--- src/verilog/synth_latch_pkg.sv ---
package synth_latch_pkg;

    // ========
    // word format
    // ==========================================================
    localparam int WORD_W = 24;
    localparam logic [1:0] SEL_MAIN_CONFIG = 2'h0;
    localparam logic [1:0] SEL_REF_DIVIDER = 2'h1;
    localparam logic [1:0] SEL_FB_DIVIDER = 2'h2;
    localparam logic [1:0] SEL_FACTORY_TEST = 2'h3;

    // ========
    // latch layouts, bit 23 first
    // ==========================================================
    typedef struct packed {
        logic [1:0] prescaler_sel;
        logic [1:0] powerdown_mode;
        logic [2:0] pump_current_code_b;
        logic [2:0] pump_current_code_a;
        logic [1:0] output_level;
        logic output_mute_until_lock;
        logic pump_gain_sel;
        logic pump_three_state;
        logic detector_polarity;
        logic [2:0] monitor_select;
        logic divider_hold;
        logic [1:0] core_level;
        logic [1:0] latch_select;
    } main_config_t;

    typedef struct packed {
        logic halve_select;
        logic halve_output;
        logic pump_gain_sel;
        logic [12:0] main_count;
        logic reserved;
        logic [4:0] swallow_count;
        logic [1:0] latch_select;
    } fb_divider_t;

    typedef struct packed {
        logic [1:0] reserved;
        logic [1:0] band_clk_div;
        logic factory_test_bit;
        logic lock_precision;
        logic [1:0] pulse_width;
        logic [13:0] ref_count;
        logic [1:0] latch_select;
    } ref_divider_t;

    // ========
    // values after reset
    // ==========================================================
    localparam logic [23:0] MAIN_CONFIG_RST = 24'h000000;
    localparam logic [23:0] FB_DIVIDER_RST = 24'h000000;
    localparam logic [23:0] REF_DIVIDER_RST = 24'h000000;
    localparam logic [23:0] FACTORY_TEST_RST = 24'h000000;

    // ========
    // monitor output sources
    // ==========================================================
    localparam logic [2:0] MON_OFF = 3'h0;
    localparam logic [2:0] MON_DIGITAL_LOCK = 3'h1;
    localparam logic [2:0] MON_FB_DIVIDER = 3'h2;
    localparam logic [2:0] MON_HIGH = 3'h3;
    localparam logic [2:0] MON_REF_DIVIDER = 3'h4;
    localparam logic [2:0] MON_ANALOG_LOCK = 3'h5;
    localparam logic [2:0] MON_SERIAL_DATA = 3'h6;
    localparam logic [2:0] MON_LOW = 3'h7;

    // ========
    // lock detection and band selection
    // ==========================================================
    localparam int LOCK_SET_NS = 15;
    localparam int LOCK_LOSE_NS = 25;
    localparam logic [2:0] LOCK_CYCLES_COARSE = 3'h3;
    localparam logic [2:0] LOCK_CYCLES_FINE = 3'h5;
    localparam logic [2:0] BAND_SEL_CYCLES = 3'h5;

endpackage : synth_latch_pkg

--- src/verilog/lock_detector.sv ---
`timescale 1ns/10ps
module lock_detector
#(
    parameter int ERR_W = 8
)
(
    input wire logic i_clk_sys,
    input wire logic i_sys_rst,
    input wire logic i_clk_en,
    input wire logic i_detector_tick,
    input wire logic [ERR_W-1:0] i_phase_err_ns,
    input wire logic i_lock_precision,
    output logic o_digital_lock
);

    // ========
    // consecutive good-cycle counter and sticky lock flag
    // ==========================================================
    logic [2:0] good_cnt_q;
    logic [2:0] good_cnt_d;
    logic lock_q;
    logic lock_d;
    logic [2:0] need;

    // next state per detector cycle
    always_comb
    begin
        good_cnt_d = good_cnt_q;
        lock_d = lock_q;
        need = i_lock_precision ? synth_latch_pkg::LOCK_CYCLES_FINE : synth_latch_pkg::LOCK_CYCLES_COARSE;
        if (i_detector_tick)
        begin
            if (lock_q)
            begin
                // hysteresis: only a large error drops lock
                if (i_phase_err_ns > ERR_W'(synth_latch_pkg::LOCK_LOSE_NS))
                begin
                    lock_d = 1'b0;
                    good_cnt_d = 3'h0;
                end
            end
            else if (i_phase_err_ns < ERR_W'(synth_latch_pkg::LOCK_SET_NS))
            begin
                if (good_cnt_q + 3'h1 >= need)
                begin
                    lock_d = 1'b1;
                    good_cnt_d = 3'h0;
                end
                else
                begin
                    good_cnt_d = good_cnt_q + 3'h1;
                end
            end
            else
            begin
                good_cnt_d = 3'h0;
            end
        end
    end

    // register
    always_ff @(posedge i_clk_sys)
    begin
        if (i_sys_rst)
        begin
            good_cnt_q <= 3'h0;
            lock_q <= 1'b0;
        end
        else if (i_clk_en)
        begin
            good_cnt_q <= good_cnt_d;
            lock_q <= lock_d;
        end
    end

    assign o_digital_lock = lock_q;

endmodule : lock_detector

--- src/verilog/synth_serial_latch_control.sv ---
`timescale 1ns/10ps
// Overview of operation
// serial clock rise shifts data into a 24-bit register
// words arrive msb first; the two select bits land in bits 1:0
// load strobe rising edge copies the shift register into one latch
// select 00 main config, 01 reference divider, 10 feedback divider, 11 test
// the controller must not write the factory test latch
// precision clear: lock after three consecutive cycles under 15 ns
// precision set: lock after five consecutive cycles under 15 ns
// lock holds until a cycle shows error above 25 ns
// monitor output source chosen by the three-bit monitor select field
// antibacklash pulse width from the reference latch field
// band selection runs after power-up and on each feedback latch write
// controller writes reference, then main config, then feedback latch
// band selection lasts five cycles with tuning tied to the reference
// band select clock is the reference tick divided by 1, 2, 4 or 8
// controller keeps the band select clock at or below 1 MHz
// oscillator core current follows the two-bit core level field
// output tail current follows the two-bit output level field
// mute-until-lock keeps the output stage off until digital lock
// feedback latch field layout: swallow, main count, gain, halving bits
// reference latch field layout: count, precision, test bit, reserved
// main config latch field layout as listed
// halving bit in the feedback latch enables divide-by-two output
// chip enable low powers down and three-states the pump
// nothing reaches a latch without a load strobe rising edge
// before lock, a cycle at 15 ns or more restarts the count
module synth_serial_latch_control
#(
    parameter int ERR_W = 8
)
(
    input wire logic i_clk_sys,
    input wire logic i_sys_rst,
    input wire logic i_clk_en,
    input wire logic i_serial_clk,
    input wire logic i_serial_data,
    input wire logic i_load_strobe,
    input wire logic i_chip_enable,
    input wire logic i_ref_div_tick,
    input wire logic i_fb_div_tick,
    input wire logic i_detector_tick,
    input wire logic [ERR_W-1:0] i_phase_err_ns,
    output synth_latch_pkg::main_config_t o_main_config,
    output synth_latch_pkg::ref_divider_t o_ref_divider,
    output synth_latch_pkg::fb_divider_t o_fb_divider,
    output logic [23:0] o_test_latch,
    output logic o_monitor_output,
    output logic o_monitor_oe,
    output logic o_digital_lock,
    output logic o_tune_to_ref,
    output logic o_output_stage_on,
    output logic o_powered_down,
    output logic o_pump_three_state,
    output logic [1:0] o_core_level,
    output logic [1:0] o_output_level,
    output logic [1:0] o_pulse_width,
    output logic o_halve_output
);

    // ========
    // serial link: edge detection and shift register
    // ==========================================================
    logic sclk_prev_q;
    logic strobe_prev_q;
    logic [23:0] shift_q;
    logic [23:0] shift_d;
    logic sclk_rise;
    logic strobe_rise;

    // inputs are synchronous: edge from one stored copy
    always_comb
    begin
        sclk_rise = i_serial_clk & ~sclk_prev_q;
        strobe_rise = i_load_strobe & ~strobe_prev_q;
        shift_d = shift_q;
        if (sclk_rise)
        begin
            shift_d = {shift_q[22:0], i_serial_data};
        end
    end

    always_ff @(posedge i_clk_sys)
    begin
        if (i_sys_rst)
        begin
            sclk_prev_q <= 1'b0;
            strobe_prev_q <= 1'b0;
            shift_q <= 24'h000000;
        end
        else if (i_clk_en)
        begin
            sclk_prev_q <= i_serial_clk;
            strobe_prev_q <= i_load_strobe;
            shift_q <= shift_d;
        end
    end

    // ========
    // latches
    // ==========================================================
    synth_latch_pkg::main_config_t main_q;
    synth_latch_pkg::main_config_t main_d;
    synth_latch_pkg::ref_divider_t ref_q;
    synth_latch_pkg::ref_divider_t ref_d;
    synth_latch_pkg::fb_divider_t fb_q;
    synth_latch_pkg::fb_divider_t fb_d;
    logic [23:0] test_q;
    logic [23:0] test_d;
    logic fb_write;

    // a load with a simultaneous shift commits the word before the new bit
    always_comb
    begin
        main_d = main_q;
        ref_d = ref_q;
        fb_d = fb_q;
        test_d = test_q;
        fb_write = 1'b0;
        if (strobe_rise)
        begin
            case (shift_q[1:0])
                synth_latch_pkg::SEL_MAIN_CONFIG: main_d = shift_q;
                synth_latch_pkg::SEL_REF_DIVIDER: ref_d = shift_q;
                synth_latch_pkg::SEL_FB_DIVIDER:
                begin
                    fb_d = shift_q;
                    fb_write = 1'b1;
                end
                // stored only; its content steers nothing here
                default: test_d = shift_q;
            endcase
        end
    end

    always_ff @(posedge i_clk_sys)
    begin
        if (i_sys_rst)
        begin
            main_q <= synth_latch_pkg::MAIN_CONFIG_RST;
            ref_q <= synth_latch_pkg::REF_DIVIDER_RST;
            fb_q <= synth_latch_pkg::FB_DIVIDER_RST;
            test_q <= synth_latch_pkg::FACTORY_TEST_RST;
        end
        else if (i_clk_en)
        begin
            main_q <= main_d;
            ref_q <= ref_d;
            fb_q <= fb_d;
            test_q <= test_d;
        end
    end

    // ========
    // digital lock detection
    // ==========================================================
    logic lock;

    lock_detector #(
        .ERR_W(ERR_W)
    ) u_lock (
        .i_clk_sys(i_clk_sys),
        .i_sys_rst(i_sys_rst),
        .i_clk_en(i_clk_en),
        .i_detector_tick(i_detector_tick),
        .i_phase_err_ns(i_phase_err_ns),
        .i_lock_precision(ref_q.lock_precision),
        .o_digital_lock(lock)
    );

    // ========
    // band selection
    // ==========================================================
    typedef enum logic [0:0] {
        BAND_IDLE = 1'b0,
        BAND_RUN = 1'b1
    } band_state_t;

    band_state_t band_state_q;
    band_state_t band_state_d;
    logic band_pending_q;
    logic band_pending_d;
    logic [2:0] div_cnt_q;
    logic [2:0] div_cnt_d;
    logic [2:0] band_cnt_q;
    logic [2:0] band_cnt_d;
    logic band_tick;

    // divide ratio minus one
    function automatic logic [2:0] div_last(input logic [1:0] sel);
        div_last = 3'((4'h1 << sel) - 4'h1);
    endfunction : div_last

    // pending is set at reset so power-up runs a selection without a write;
    // a feedback write during a run restarts it from the first cycle
    always_comb
    begin
        band_state_d = band_state_q;
        band_pending_d = band_pending_q;
        div_cnt_d = div_cnt_q;
        band_cnt_d = band_cnt_q;
        band_tick = 1'b0;
        if (i_ref_div_tick)
        begin
            if (div_cnt_q >= div_last(ref_q.band_clk_div))
            begin
                div_cnt_d = 3'h0;
                band_tick = 1'b1;
            end
            else
            begin
                div_cnt_d = div_cnt_q + 3'h1;
            end
        end
        if (fb_write)
        begin
            band_pending_d = 1'b1;
        end
        case (band_state_q)
            BAND_IDLE:
            begin
                if (band_pending_q)
                begin
                    band_state_d = BAND_RUN;
                    band_pending_d = fb_write;
                    band_cnt_d = 3'h0;
                    div_cnt_d = 3'h0;
                end
            end
            BAND_RUN:
            begin
                if (band_pending_q)
                begin
                    band_pending_d = fb_write;
                    band_cnt_d = 3'h0;
                    div_cnt_d = 3'h0;
                end
                else if (band_tick)
                begin
                    if (band_cnt_q == synth_latch_pkg::BAND_SEL_CYCLES - 3'h1)
                    begin
                        band_state_d = BAND_IDLE;
                    end
                    band_cnt_d = band_cnt_q + 3'h1;
                end
            end
            default: band_state_d = BAND_IDLE;
        endcase
    end

    always_ff @(posedge i_clk_sys)
    begin
        if (i_sys_rst)
        begin
            band_state_q <= BAND_IDLE;
            band_pending_q <= 1'b1;
            div_cnt_q <= 3'h0;
            band_cnt_q <= 3'h0;
        end
        else if (i_clk_en)
        begin
            band_state_q <= band_state_d;
            band_pending_q <= band_pending_d;
            div_cnt_q <= div_cnt_d;
            band_cnt_q <= band_cnt_d;
        end
    end

    // ========
    // monitor selection and output controls
    // ==========================================================
    logic mon_out_d;
    logic mon_oe_d;
    logic powered_down_d;
    logic stage_on_d;
    logic pump_3state_d;
    logic mon_out_q;
    logic mon_oe_q;
    logic powered_down_q;
    logic stage_on_q;
    logic pump_3state_q;
    logic tune_q;

    // analog lock is open drain: pulled low on cycles with a real error
    always_comb
    begin
        mon_out_d = 1'b0;
        mon_oe_d = 1'b1;
        case (main_q.monitor_select)
            synth_latch_pkg::MON_OFF: mon_oe_d = 1'b0;
            synth_latch_pkg::MON_DIGITAL_LOCK: mon_out_d = lock;
            synth_latch_pkg::MON_FB_DIVIDER: mon_out_d = i_fb_div_tick;
            synth_latch_pkg::MON_HIGH: mon_out_d = 1'b1;
            synth_latch_pkg::MON_REF_DIVIDER: mon_out_d = i_ref_div_tick;
            synth_latch_pkg::MON_ANALOG_LOCK:
                mon_oe_d = i_detector_tick & (i_phase_err_ns >= ERR_W'(synth_latch_pkg::LOCK_SET_NS));
            synth_latch_pkg::MON_SERIAL_DATA: mon_out_d = shift_q[23];
            default: mon_out_d = 1'b0;
        endcase
        // soft power-down modes are the combinations with the lower mode bit set
        powered_down_d = ~i_chip_enable | main_q.powerdown_mode[0];
        pump_3state_d = powered_down_d | main_q.pump_three_state;
        stage_on_d = ~powered_down_d & (~main_q.output_mute_until_lock | lock);
    end

    always_ff @(posedge i_clk_sys)
    begin
        if (i_sys_rst)
        begin
            mon_out_q <= 1'b0;
            mon_oe_q <= 1'b0;
            powered_down_q <= 1'b1;
            stage_on_q <= 1'b0;
            pump_3state_q <= 1'b1;
            tune_q <= 1'b0;
        end
        else if (i_clk_en)
        begin
            mon_out_q <= mon_out_d;
            mon_oe_q <= mon_oe_d;
            powered_down_q <= powered_down_d;
            stage_on_q <= stage_on_d;
            pump_3state_q <= pump_3state_d;
            tune_q <= (band_state_d == BAND_RUN);
        end
    end

    // all outputs come from flip-flops
    assign o_main_config = main_q;
    assign o_ref_divider = ref_q;
    assign o_fb_divider = fb_q;
    assign o_test_latch = test_q;
    assign o_monitor_output = mon_out_q;
    assign o_monitor_oe = mon_oe_q;
    assign o_digital_lock = lock;
    assign o_tune_to_ref = tune_q;
    assign o_output_stage_on = stage_on_q;
    assign o_powered_down = powered_down_q;
    assign o_pump_three_state = pump_3state_q;
    assign o_core_level = main_q.core_level;
    assign o_output_level = main_q.output_level;
    assign o_pulse_width = ref_q.pulse_width;
    assign o_halve_output = fb_q.halve_output;

endmodule : synth_serial_latch_control

--- config.mk ---
export PLATFORM = sky130hd
export DESIGN_NAME = synth_serial_latch_control
export DESIGN_NICKNAME = d
export VERILOG_FILES = /design/src/verilog/synth_latch_pkg.sv /design/src/verilog/lock_detector.sv /design/src/verilog/synth_serial_latch_control.sv
export SDC_FILE = /design/constraint.sdc
export NUM_CORES = 1
export LEC_CHECK = 0
export BUFFER_PORTS_ARGS = -buffer_cell sky130_fd_sc_hd__buf_4
export CORE_MARGIN = 2
export CORE_UTILIZATION = 34
export DETAILED_ROUTE_END_ITERATION = 7
export PLACE_DENSITY_LB_ADDON = 0.08
export SLEW_MARGIN = 30
export SYNTH_ARGS = -nofsm -noshare
export SYNTH_HDL_FRONTEND = slang
export SYNTH_SLANG_ARGS = --single-unit
--- constraint.sdc ---
create_clock -name i_clk_sys -period 2.9 [get_ports i_clk_sys]
set_input_delay 0.145 -clock i_clk_sys [delete_from_list [all_inputs] [get_ports i_clk_sys]]
set_output_delay 0.145 -clock i_clk_sys [all_outputs]
set_load 0.02 [all_outputs]
After elaboration in Yosys (flattened, before gate mapping)
Index checks and enable logic that the tools add are counted.

Logic and storage cells: 122. Input port bits: 18. Flip-flop bits (word level): 139.

Bitwise logic cells: 14. $lt $le $gt $ge: 5. Add/sub/neg operators: 4. Reduce and logical (&&, ||, !) cells: 15. Shift-type cells: 1. Equal/unequal tests: 12. Mux-type cells: 29.

Operators with widths (count): 3-bit two-way mux (11); 3-bit AND reduction (6); 1-bit two-way mux (14); 3-bit == test (second input constant) (4); 3-bit by 1-bit adder with 3-bit output (second input constant) (3); 8-bit by 4-bit >= comparator with 1-bit output (second input constant) (1); 8-bit by 5-bit > comparator with 1-bit output (second input constant) (1); 8-bit by 4-bit less-than comparator with 1-bit output (second input constant) (1); 2-bit AND reduction (4); 1-bit inverter (7); 3-bit by 2-bit == test with 1-bit output (second input constant) (2); 3-bit >= comparator (2); 3-bit case mux with 2 select lines (1); 1-bit case mux with 5 select lines (1); 1-bit bitwise AND (4); 2-bit inequality test (second input constant) (2); 1-bit case mux with 2 select lines (2); 2-bit nonzero test (2); 3-bit by 1-bit == test with 1-bit output (second input constant) (1); 3-bit zero test (1); 3-bit by 1-bit inequality test with 1-bit output (second input constant) (1); 1-bit OR (3); 3-bit OR reduction (1); 1-bit by 2-bit << shifter with 3-bit output (first input constant) (1); 4 further kinds (4).

Depth between registers and ports, before layout
Depth after elaboration: 8. Gate-level depth with buffers: 8.

Cells and area by module
Synthesis repeated with hierarchy kept, for this count alone.

Cell total of the unflattened synthesis: 656. Area, all modules: 5297.6 um^2.

Modules (own cells, without submodules): synth_serial_latch_control (times used 1, cells each 623, area an instance 4984.8 um^2); lock_detector (times used 1, cells each 33, area an instance 312.8 um^2).

Worst setup path before layout
Ideal clock, no wire load.

Kind: register to register. Start point: reg u_lock.good_cnt_q[0]. End point: reg u_lock.good_cnt_q[2]. Cell stages (with the launch flop): 9. Setup time: 0.070 ns. Required time: 2.830 ns. Buffers on the path: 0. Slack: 0.892 ns. Arrival: 1.937 ns. Cells stage by stage: dfxtp_1 > ha_1 > nor2b_1 > or2_2 > ha_1 > and3b_1 > a211oi_1 > o2111ai_1 > a21oi_1.

Cells in the longest elaborated chain, start to end: 5.

Ends and longest elaborated chain: from (decl) (line lock_detector.sv:19) `logic [2:0] good_cnt_q;`; from (signal assigned) (line lock_detector.sv:71) `good_cnt_q <= good_cnt_d;`; 3-bit by 1-bit adder with 3-bit output * (line lock_detector.sv:44, lock_detector.sv:51); 3-bit >= comparator (line lock_detector.sv:44) `if (good_cnt_q + 3'h1 >= need)`; 3-bit two-way mux * (line lock_detector.sv:44); 3-bit two-way mux * (line lock_detector.sv:42) `else if (i_phase_err_ns < ERR_W'(synth_latch_pkg::LOCK_SET_NS))`; 3-bit two-way mux * (line lock_detector.sv:33) `if (lock_q)`.

Mark *: on every way between the ends. The rest lies on a longest branch, timed or not. A chain may end at the register's enable or synchronous reset.

Worst setup path in the final report
Ends and elaborated chain as after synthesis.

==> impl_metrics.csv <==
group,metric,value,unit
final_layout,post_route_cells_drive_above_1_share,22.55,%
detailed_routing,wire_per_inst,15.43,µm
sta,fin_crit,2206,ps
sta,final_count_of_pins_violating_max_slew,0,
power_and_ir_drop,irDropWorstVdd,0.4524,mV
final_layout,design.final.nets,793,
synth,ys.flop_type,"dfxtp_1",
sta,setup_viol,0,
floorplan,core_area,15260,µm²
synth,ys.warnings.count,0,
detailed_routing,route.final.wire_length,15230,µm
clock_tree,cts-root-to-sink-buffers,2,
power_and_ir_drop,leakagePower,2.650,nW
min_path,hp-class,"input pin to register",
synth,synth_enable_flop_cells,0,
flow_run,cap_violations,0,
floorplan,die_h,129.2,µm
detailed_routing,ant_nets,0,
floorplan,area_enclosed_by_the_die_boundary,16680,µm²
clock_tree,clock_tree.root_cell,"clkbuf_16",
clock_tree,tritoncts,"done",
synth,mapped_cells,659,
detailed_routing,vias,4723,
grt,groute.usage.overall,18.76,%
synth,synth_async_sr_flop_share,0,%
synth,synthTopCellsByCount,"240 x nand2_1, 139 x dfxtp_1, 120 x a21oi_1",
grt,pin_count_of_the_biggest_net_entering_global_routing,104,
clock_tree,numClockSinks,139,
detailed_routing,post_drt_via_cell_ratio,4.785,
worst_setup_path,cp_data_required_time,3240,ps
sta,timing.clock.skew,6.788,ps
synth,synth.area.top_cells,"dfxtp_1 52%, nand2_1 17%, a21oi_1 11%",
synth,syn_area_per_cell,8.081,µm²
synth,synthDominantCellAreaShare,52.26,%
detailed_routing,drc,0,
sta,rsz0062_at_grt,"false",
outcome,outcome,"finished clean",
grt,grt_pass1_wl,24190,µm
worst_setup_path,cp_data_arrival_time,2550,ps
floorplan,ioPinCount,128,
sta,share_of_the_clock_period_used_by_the_worst_path_after_layout,76.08,%
synth,synth-seq-cells,139,
grt,antenna_violations_before_repair,0,
worst_setup_path,worst-setup-path-type,"register to register",
power_and_ir_drop,power_density,592.2,nW/µm²
synth,synthDistinctLibCells,48,
clock_tree,clk_pin_slew_worst_paths,60,ps
sta,setup_total_negative_slack,0,ps
worst_setup_path,critPathCaptureType,"register",
sta,achievable-frequency,453.3,MHz
placed_design,gp_routability_congestion,0.7665,
clock_tree,htreeDepth,4,
clock_tree,clk-insertion-delay-late,420,ps
floorplan,horiz_die_dim,129.2,µm
placed_design,hpwl,9970,µm
clock_tree,cts_inserted_buffers,17,
final_layout,area_delta_synth_final,31.67,%
sta,timing_hold_violations_final,0,
worst_setup_path,start_kind,"register",
floorplan,initial_utilization,34.90,%
final_layout,fin_util,45.95,%
grt,globalRoute.totalOverflow,0,
synth,syn_std_cell_area,5325,µm²
detailed_routing,drt_pre_antenna_iters,4,
placed_design,port-buffer-count,127,
synth,synth.net_count,686,
sta,fin_hold_ws,72.44,ps
grt,first_global_vias,4576,
sta,slew-limit-headroom,38.35,%
floorplan,std_cell_rows,45,
synth,yosys.area.top_type,"dfxtp_1",
final_layout,insertedDiodeCount,0,
synth,synth.yosys.seq_area_share,52.26,%
detailed_routing,first_iteration_detailed_routing_drc_count,244,
sta,timing_worst_slew_pin_value,924.8,ps
synth,library_cell_with_the_highest_instance_count_after_synthesis,"nand2_1",
worst_setup_path,worst_path_maximum_fanout,4,
[critical path, stage by stage, from the launching register on]
cell       delay (ps)
dfxtp_1           330
ha_1              200
nor2b_1           140
or2_2             270
ha_1              300
and3b_1           190
a211oi_1          380
o2111ai_1         180
a21oi_1           150
[sequential cells by signal (all words and copies together), names as in the netlist]
signal and count:
band_cnt_q 3, shift_q 24, o_monitor_oe 1, o_fb_divider 23
o_core_level 2, o_pulse_width 2, o_pump_three_state 1, o_ref_divider 22
o_main_config 20, o_output_stage_on 1, u_lock.o_digital_lock 1, o_tune_to_ref 1
o_powered_down 1, band_pending_q 1, sclk_prev_q 1, u_lock.good_cnt_q 3
strobe_prev_q 1, o_halve_output 1, o_monitor_output 1, o_test_latch 24
div_cnt_q 3, o_output_level 2
[cell usage in the layout, fill, tap and decap left out, types with 3 or more instances in the layout]
master     instances
a21oi_1          120
or3_1              3
mux2i_1            3
dfxtp_1          139
nand2_1          240
buf_6              3
clkbuf_16         17
or2_2              3
ha_1               9
clkinv_2           4
nor3b_1            4
nand3b_1           3
inv_1              8
o21ai_0            8
or4b_1             3
nor2b_1            4
a31oi_1            3
nor2_1            17
buf_4            133
nor3_1             4
[final timing paths]
| kind | start | to | slack, ps | cells after the start |
|---|---|---|---|---|
| min reg2reg | o_test_latch[17]$_SDFFE_PP0P_ | o_test_latch[17]$_SDFFE_PP0P_ | 450 | 2 |
| max reg2reg | u_lock.good_cnt_q[0]$_SDFFE_PP0P_ | u_lock.good_cnt_q[2]$_SDFFE_PP0P_ | 690 | 8 |
| min | i_ref_div_tick | div_cnt_q[0]$_SDFFE_PP0P_ | 70 | 3 |
| max | u_lock.good_cnt_q[0]$_SDFFE_PP0P_ | u_lock.good_cnt_q[2]$_SDFFE_PP0P_ | 690 | 8 |
[stage by stage]
stage | power [mW] | cells | area, µm² | setup slack [ps]
6_report | 4.152 | 987 | 7012 | 693.8
5_1_grt | 4.304 | 987 | 7012 | 542.1
4_1_cts | 4.195 | 985 | 6989 | 683.1
3_5_place_dp | 2.126 | 954 | 6412 | 673.6
3_3_place_gp | 2.123 | 954 | 6409 | 762.1
2_1_floorplan | 2.062 | 659 | 5325 | 892.4
[cell families (layout without fill, tap and decap cells)]
logic type,count (synthesis),in the layout,share of synthesized area (%)
fa+ha+maj,9,9,2.115
simple gates,303,303,24.81
mux,3,3,0.5639
compound gates,147,147,15.30
flops,139,139,52.26
buf+inv,58,175,4.958
[report_power, final]
| group | total (mW) | leakage (nW) | switching [mW] | internal [mW] |
|---|---|---|---|---|
| clock | 2.06 | 0.274 | 0.775 | 1.29 |
| combinational | 0.153 | 1.25 | 0.103 | 0.0501 |
| sequential | 1.93 | 1.12 | 0.0141 | 1.92 |
| total | 4.15 | 2.65 | 0.893 | 3.26 |
[layer usage]
metal,share of wire [%],track usage (%)
met5,0,0
met4,1.5,6.586
met3,5.3,5.120
met2,47,29.57
met1,47,24.81
[what timing repair did]
item,CTS,global route
resized for setup,0,0
setup buffers,0,0
hold buffers,2,0
hold endpoints to repair,2,0
[area by class of cell]
class,count,area (µm²)
timing repair buffer,138,1052
clock inverter,8,96.34
inverter,8,30.03
multi-input combinational,462,2326
clock buffer,21,460.4
fill,1471,8247
tap,211,264.0
sequential,139,2783
No activity file was read; power rests on OpenSTA's default activity.
